[config.mk]
export PLATFORM = sky130hd
export DESIGN_NAME = etp_tx_stream_port
export DESIGN_NICKNAME = d
export VERILOG_FILES = /design/src/logic/etp_reset_sync.v /design/src/logic/etp_tx_stream_port.v
export VERILOG_INCLUDE_DIRS = /design/src /design/src/include
export SDC_FILE = /design/constraint.sdc
export NUM_CORES = 1
export LEC_CHECK = 0
export ABC_AREA = 1
export BUFFER_PORTS_ARGS = -buffer_cell sky130_fd_sc_hd__buf_4
export CORE_AREA = 2 2 234 236
export CTS_CLUSTER_SIZE = 28
export DETAILED_ROUTE_END_ITERATION = 8
export DIE_AREA = 0 0 236 238
export PLACE_DENSITY = 0.47
export RECOVER_POWER = 25
export SYNTH_ARGS = -nofsm -noshare
export SYNTH_HDL_FRONTEND = slang
export SYNTH_HIERARCHICAL = 1
export SYNTH_SLANG_ARGS = --single-unit
[constraint.sdc]
create_clock -name clock -period 8.3 [get_ports clock]
set_input_delay 0.415 -clock clock [delete_from_list [all_inputs] [get_ports clock]]
set_output_delay 0.415 -clock clock [all_outputs]
set_load 0.05 [all_outputs]
[src/include/etp_defines.vh]
// Constants for the 256-bit transmit stream port: widths, lane layout, codes.
// Assumes inclusion by bare name from the design files.
`ifndef ETP_DEFINES_VH
`define ETP_DEFINES_VH
`define ETP_DATA_W      256
`define ETP_KEEP_W      32
`define ETP_LANE_W      8
`define ETP_CNT_W       6
`define ETP_KEEP_ALL    32'hFFFFFFFF
`define ETP_ERR_BYTE    8'hFE
`define ETP_SYNC_STAGES 2
`define ETP_ST_IDLE     2'h0
`define ETP_ST_FRAME    2'h1
`define ETP_ST_DRAIN    2'h2
`define ETP_THROTTLE_W  4
`endif

[src/logic/etp_reset_sync.v]
// Reset resynchroniser: turns an outside reset level into a reset local to clock.
// Assumes resetIn may arrive from any source; output follows it two edges later.
`timescale 1ns/100ps
module etp_reset_sync (
  input  wire clock,
  input  wire resetIn,
  output wire resetOut
);
  reg stage1_q;
  reg stage2_q;

  // Plain two-flop resynchroniser: the reset pins are synchronous levels, so
  // both assertion and release reach the logic two clock edges late
  always @(posedge clock) begin
    stage1_q <= resetIn;
    stage2_q <= stage1_q;
  end

  assign resetOut = stage2_q;
endmodule

[src/logic/etp_tx_stream_port.v]
// Transmit stream port: accepts 256-bit frames from the client, one register stage.
// Assumes the client keeps the stream handshake; the downstream MAC takes every word.
//
// Behaviour
// - All port signals timed by clock rising edge; here rst acts asynchronously and throttle is resynchronised
// - Receive reset active high, resynchronised internally
// - Transmit reset active high, resynchronised internally
// - Keep bit n qualifies data bits 8n+7:8n
// - Ready high means presented word is accepted
// - User bit one means bad packet
// - After last, ignore stream until valid again
// - Back-to-back packets delimited only by last
// - Device may drop ready any cycle
// - Bad packet: error code last word, no FCS
// - Valid drop before last aborts frame
`timescale 1ns/100ps
`include "etp_defines.vh"
module etp_tx_stream_port (
  input  wire                      clock,
  input  wire                      rst,
  input  wire                      auxClock,
  input  wire                      txReset,
  input  wire                      rxReset,
  input  wire                      throttle,
  input  wire                      txValid,
  input  wire [`ETP_DATA_W-1:0]    txData,
  input  wire [`ETP_KEEP_W-1:0]    txKeep,
  input  wire                      txLast,
  input  wire                      txUser,
  output reg                       txReady,
  output reg                       macValid,
  output reg  [`ETP_DATA_W-1:0]    macData,
  output reg  [`ETP_KEEP_W-1:0]    macKeep,
  output reg                       macLast,
  output reg                       macBad,
  output reg                       macSkipFcs,
  output reg                       macAbort,
  output reg  [`ETP_CNT_W-1:0]     macByteCount,
  output reg                       rxResetLocal,
  output reg                       frameActive
);
  // Frame states: IDLE between packets, FRAME after a non-last word,
  // DRAIN for the one cycle after an underrun cut the frame short
  localparam ST_IDLE  = `ETP_ST_IDLE;
  localparam ST_FRAME = `ETP_ST_FRAME;
  localparam ST_DRAIN = `ETP_ST_DRAIN;

  wire txRstSync;
  wire rxRstSync;
  wire anyReset;
  reg  [1:0] state_q;
  reg  [1:0] state_d;
  reg        throttleMeta_q;
  reg        throttleSync_q;
  reg  [`ETP_DATA_W-1:0] errWord;
  wire       accept;
  integer    i;
  // auxClock is taken in but unused: every register here runs on clock

  // Count set keep bits; used for the byte count only
  function [`ETP_CNT_W-1:0] keepCount;
    input [`ETP_KEEP_W-1:0] keep;
    integer k;
    begin
      keepCount = {`ETP_CNT_W{1'b0}};
      for (k = 0; k < `ETP_KEEP_W; k = k + 1) begin
        keepCount = keepCount + {{(`ETP_CNT_W-1){1'b0}}, keep[k]};
      end
    end
  endfunction

  // Closing word of a bad packet; shared by the flags and the data mux
  function badClose;
    input acc;
    input last;
    input user;
    begin
      badClose = acc & last & user;
    end
  endfunction

  // Resets resynchronised into the one clock domain
  etp_reset_sync uTxRst (
    .clock    (clock),
    .resetIn  (txReset),
    .resetOut (txRstSync)
  );
  etp_reset_sync uRxRst (
    .clock    (clock),
    .resetIn  (rxReset),
    .resetOut (rxRstSync)
  );
  assign anyReset = rst | txRstSync;

  // Receive-side reset is only handed on, registered
  // Registered so the receive side sees a clean level straight from a flop
  always @(posedge clock or posedge rst) begin
    if (rst) begin
      rxResetLocal <= 1'b1;
    end else begin
      rxResetLocal <= rxRstSync;
    end
  end

  // Throttle comes from outside the domain: two flops before use
  // A pulse shorter than a clock may be lost, harmless for flow control
  always @(posedge clock or posedge rst) begin
    if (rst) begin
      throttleMeta_q <= 1'b0;
      throttleSync_q <= 1'b0;
    end else begin
      throttleMeta_q <= throttle;
      throttleSync_q <= throttleMeta_q;
    end
  end

  // A word moves only when both sides agree in the same cycle
  assign accept = txValid & txReady;

  // Frame tracking: idle, inside a frame, or draining after an abort
  always @* begin
    state_d = state_q;
    case (state_q)
      ST_IDLE: begin
        if (accept && !txLast) begin
          state_d = ST_FRAME;
        end
      end
      ST_FRAME: begin
        if (accept && txLast) begin
          state_d = ST_IDLE;
        end else if (!txValid) begin
          state_d = ST_DRAIN;
        end
      end
      ST_DRAIN: begin
        // A fresh word may open the next frame at once
        if (accept && !txLast) begin
          state_d = ST_FRAME;
        end else begin
          state_d = ST_IDLE;
        end
      end
      default: begin
        state_d = ST_IDLE;
      end
    endcase
  end

  // Error code bytes in the valid lanes of a bad packet's last word
  // Empty lanes keep their bytes; the MAC ignores them by keep anyway
  always @* begin
    errWord = txData;
    for (i = 0; i < `ETP_KEEP_W; i = i + 1) begin
      if (txKeep[i]) begin
        errWord[i*`ETP_LANE_W +: `ETP_LANE_W] = `ETP_ERR_BYTE;
      end
    end
  end

  // Ready is registered so the client never sees a combinational path back;
  // the cost is one cycle of lag on throttle response
  always @(posedge clock or posedge rst) begin
    if (rst) begin
      txReady <= 1'b0;
    end else if (txRstSync) begin
      txReady <= 1'b0;
    end else begin
      txReady <= ~throttleSync_q;
    end
  end

  // Word capture; held between accepts, so only macValid says a word is new
  always @(posedge clock or posedge rst) begin
    if (rst) begin
      macData      <= {`ETP_DATA_W{1'b0}};
      macKeep      <= {`ETP_KEEP_W{1'b0}};
      macByteCount <= {`ETP_CNT_W{1'b0}};
    end else if (accept && !txRstSync) begin
      macData      <= badClose(1'b1, txLast, txUser) ? errWord : txData;
      macKeep      <= txKeep;
      macByteCount <= keepCount(txKeep);
    end
  end

  // Flags to the MAC pulse for one cycle only, since the MAC never stalls
  always @(posedge clock or posedge rst) begin
    if (rst) begin
      state_q      <= ST_IDLE;
      macValid     <= 1'b0;
      macLast      <= 1'b0;
      macBad       <= 1'b0;
      macSkipFcs   <= 1'b0;
      macAbort     <= 1'b0;
      frameActive  <= 1'b0;
    end else if (anyReset) begin
      state_q      <= ST_IDLE;
      macValid     <= 1'b0;
      macLast      <= 1'b0;
      macBad       <= 1'b0;
      macSkipFcs   <= 1'b0;
      macAbort     <= 1'b0;
      frameActive  <= 1'b0;
    end else begin
      state_q      <= state_d;
      frameActive  <= (state_d == ST_FRAME);
      macValid     <= accept;
      macLast      <= accept & txLast;
      macBad       <= badClose(accept, txLast, txUser);
      macSkipFcs   <= badClose(accept, txLast, txUser);
      macAbort     <= (state_q == ST_FRAME) & ~txValid;
    end
  end
endmodule

Word level (Yosys, flattened, before mapping). Cells that the tools add are included.

$add $sub $neg: 31. Multipliers: 0. Div/mod/pow operators: 0. Order comparisons: 0. Equality and inequality tests: 3. Shift operators: 0. Muxes and demuxes: 45. Bitwise operators: 8. Reductions and logical operators: 6.

Operator list (number): 256-bit two-way mux (1); 8-bit two-way mux (32); 6-bit by 1-bit adder with 6-bit output (26); 2-bit two-way mux (4); 1-bit two-way mux (7); 5-bit by 1-bit adder with 6-bit output (1); 2-bit case mux with 3 select lines (1); 4-bit by 1-bit adder with 5-bit output (1); 1-bit AND (5); 3-bit by 1-bit adder with 4-bit output (1); 2-bit by 1-bit == test with 1-bit output, second input constant (2); 2-bit by 1-bit adder with 3-bit output (1); 1-bit logical AND (3); 1-bit by 1-bit adder with 2-bit output (1); 2-bit == test, second input constant (1); 1-bit logical NOT (2); 2-bit logical NOT (1); 1-bit inverter (2); 1-bit OR (1).

Register bits after elaboration: 309. Bits in latches: 0. Bits in writable memories: 0. Bits in read-only memories: 0. Input bits: 297. Output and inout bits: 302. Word-level logic and storage cells: 110. Memories: 0.

Longest topological paths before layout.
Word-level depth: 31. Depth in mapped cells: 17.

By module. Netlist, hierarchy kept.

Modules (own cells, without submodules): etp_tx_stream_port (instances 1, cells each 1381, area an instance 12853.6 um^2, sequential area each 7633.6 um^2); etp_reset_sync (instances 2, cells each 2, area an instance 40.0 um^2, sequential area each 40.0 um^2).

Worst setup path before layout. No wires, ideal clock.

Path kind: in2reg. Start point: in rst. End point: reg macAbort. Library setup time: 0.138 ns. Arrival: 8.239 ns. Required time: 8.162 ns. Slack: -0.077 ns. Cell stages on the path: 3. Cells stage by stage: inv_1 nand2_1 nor4_1.

Word-level cells in the longest chain between the ends: 2.

Ends and longest elaborated chain: start: declaration (RTL line etp_tx_stream_port.v:20) `input wire rst,`; 1-bit OR (RTL line etp_tx_stream_port.v:93) `assign anyReset = rst | txRstSync;`; 1-bit two-way mux (RTL line etp_tx_stream_port.v:196) `end else if (anyReset) begin`; end signal: assignment (RTL line etp_tx_stream_port.v:211) `macAbort <= (state_q == ST_FRAME) & ~txValid;`; end: declaration (RTL line etp_tx_stream_port.v:37) `output reg macAbort,`.

Every way passes these cells. A chain may end at the register's enable or synchronous reset.

Worst setup path after layout.
Start point: reg txReady. End point: reg macKeep[12].

Word-level cells in the longest chain between the ends: 2.

Ends and longest elaborated chain: start: declaration (RTL line etp_tx_stream_port.v:30) `output reg txReady,`; start signal: assignment (RTL line etp_tx_stream_port.v:169) `txReady <= ~throttleSync_q;`; 1-bit AND (RTL line etp_tx_stream_port.v:118) `assign accept = txValid & txReady;`; 1-bit logical AND (RTL line etp_tx_stream_port.v:179) `end else if (accept && !txRstSync) begin`; end signal: assignment (RTL line etp_tx_stream_port.v:177) `` macKeep <= {`ETP_KEEP_W{1'b0}}; ``; end signal: assignment (RTL line etp_tx_stream_port.v:181) `macKeep <= txKeep;`; end: declaration (RTL line etp_tx_stream_port.v:33) `` output reg [`ETP_KEEP_W-1:0] macKeep, ``.

Every way passes these cells.

==> reports/metrics.cfg <==
[cells_and_area]
num-fill-cells=5681
fin_area_um2=18500
regArea_um2=7710
multiInputGateArea_um2=4390
area_delta_synth_final_pct=43.2
diodes=0
layoutNonFillerInstCount=2691
fin_nets=2298
layout-drive-gt1-share=0.262

[yosys]
synth_common_cells=nand2_1 (555), dfrtp_1 (304), o21ai_0 (158)
synth_fa_ha_area_frac=0.0439
ys_types=27
synth_compound_area_frac=0.110
ys_top_cells_by_area=dfrtp_1 (59%), nand2_1 (16%), o21ai_0 (6.1%), o21ai_1 (4.8%), fa_1 (3.7%)
avgSynthCellArea_um2=9.34
yosys_warnings=6
synth_fp_nets=1713
synth_edf_count=0
synth_ff_type=dfrtp_1
yosysTopAreaCell=dfrtp_1
async_reset_ff_frac=0.987
ys_seq_area_frac=0.596
synthSimpleGateAreaFrac=0.186
synth_xor_area_frac=0
synthesis.area_um2=12900
postSynthCellCount=1385
synth_top_area_frac=0.588
synth_top_family_by_area=simple AND/OR/NAND/NOR gates
synth.area.mux_share=0
synth_seq_cells=309
yosysMostFrequentCell=nand2_1

[sta]
clock_skew_ns=0.0167
fin_crit_sh=0.566
tns_ns=0
maxSlewHeadroom=-0.791
period_minus_slack_ns=4.70
hold_violations=0
setup_viol=0
maxSlewViolCount=105
max_slew.worst_pin.slew_ns=2.69
max_clock_freq_mhz=213
grt_setup_unrepaired=false

[worst_hold_path]
hp-class=input pin to flop

[die]
start_util=0.242
fp.dieW_um=236
core-area_um2=53500
dieHeight_um=238
row_count=85
io_pins=599
dieArea_um2=56200

[clock_tree]
cts_tree=yes
cts_resized=0
cts-root-buf=clkbuf_16
clk_path_buf_depth=3
cts_buffers=39
clk_pin_slew_ns=0.06
clkSinkCount=309
clk_latency_ns=0.54
cts_max_level=2

[worst_setup_path]
timing.rr.end=macKeep[12]
cp-endpoint=macKeep[12]
reg2reg_depth=6
crit_chain=nand2_1, inv_1, nand2_1, buf_4, buf_4, o21ai_0
cp_slowest_stage_delay_ns=1.87
critPathKind=flop to flop
end_kind=flop
arrival_ns=5.08
reg2reg_slack_ns=3.60
startpoint=txReady
rr_startpoint=txReady
cp.required_ns=8.69
crit_slowest_cell=nand2_1
cp-start-kind=flop
crit_fanout=90

[placed_design]
dpl.cell_count=2621
dpl.hpwl_um=36500
post_dp_cell_area_um2=17800
port-buffer-count=597
gp_congestion=0.867

[grt]
grt.total_usage=0.173
antenna_found_initial=2
grt_pass1_wl_um=73900
grt-ovfl-total=0
grt_pass1_vias=11704
grt_max_degree=215

[outcome]
violations=max-capacitance violations, max-slew violations
status=finished with violations

[route]
antenna_left=0
wire_per_inst_um=18.6
dr.pass1.iters=6
drc=0
vias=11511
drt-vias-per-instance=4.28
initialDrtViolationCount=557
drt_wl_total_um=50100

[power_and_ir_drop]
leakagePower_nw=9.74
powerDensity_nw_per_um2=321
irDropWorstVdd_uv=135

[flow_run]
maxCapViolCount=2

state kept, by name, summed over array words and instances (netlist names), 2 cells and up:
signal,cells
macKeep,32
state_q,2
macByteCount,6
macData,256
routing by layer:
layer  track usage  vias to the layer above  wire length [um]
li1              -                     5559                 -
met1         0.214                     5506             20800
met2         0.298                      380             24800
met3        0.0433                       64              3270
met4        0.0508                        2              1140
met5             0                        -                13
area by class of cell:
| type | instances | area share |
|---|---|---|
| Sequential cell | 309 | 0.416 |
| Multi-Input combinational cell | 944 | 0.237 |
| Timing Repair Buffer | 611 | 0.220 |
| Clock buffer | 59 | 0.0605 |
| Tap cell | 696 | 0.0470 |
| Inverter | 65 | 0.0132 |
| Clock inverter | 7 | 0.00554 |
how the worst min path moves through the flow:
| stage | start | endpoint | cells past startpoint |
|---|---|---|---|
| floorplan | uRxRst/resetOut | rxResetLocal | 0 |
| global placement | uRxRst/resetOut | rxResetLocal | 0 |
| detailed placement | uRxRst/resetOut | rxResetLocal | 0 |
| CTS | txValid | state_q[1] | 2 |
| global route | txValid | macAbort | 2 |
| finish | txValid | state_q[1] | 2 |
what timing repair did:
action                                 CTS  global route
endpoints found under the hold margin   19             0
setup buffers                            0             0
hold buffers                             4             0
critical path: cells and delay by family, from the launching register on:
family	cells	cell delay, ns
DFF	1	0.38
AOI/OAI and AO/OA	1	0.17
buffers and inverters	3	1.76
and+or+nand+nor	2	2.09
through the flow:
step	utilization	hold WS, ns	power [mW]	setup slack [ns]
2_1_floorplan	-	0.284	3.60	2.46
3_3_place_gp	0.333	0.284	4.46	3.32
3_5_place_dp	0.333	0.291	4.47	3.34
4_1_cts	0.357	0.0341	6.18	3.89
5_1_grt	0.346	0.0393	6.30	3.10
6_report	0.346	0.0713	5.95	3.60
cells in the final DEF, fill, tap and decap left out, types with 2 or more instances in the layout:
master,Yosys,routed
clkbuf_8,7,7
clkinv_4,0,2
clkbuf_16,0,39
nor2_1,59,59
nand2_1,555,557
dlygate4sd3_1,0,4
dfxtp_1,4,4
clkbuf_4,0,3
o21ai_0,158,173
inv_1,64,64
clkbuf_1,3,154
fa_1,24,24
nor4_1,2,2
a21oi_1,2,2
bufinv_16,0,2
inv_6,0,2
o21ai_1,125,110
ha_1,7,7
dfrtp_1,304,304
nand3_1,5,5
buf_4,2,462
kinds of logic after synthesis:
logic type                 Yosys count
DFF                                309
buffers and inverters              132
AOI/OAI and AO/OA                  285
adders and majority gates           31
and+or+nand+nor                    628
where the power goes:
group | total [mW] | switching, mW | internal (mW)
sequential | 1.97 | 0.167 | 1.80
clock | 1.66 | 0.664 | 0.992
combinational | 2.33 | 1.70 | 0.634
total | 5.95 | 2.53 | 3.42
Note: power is estimated with default switching activity, not from simulation.
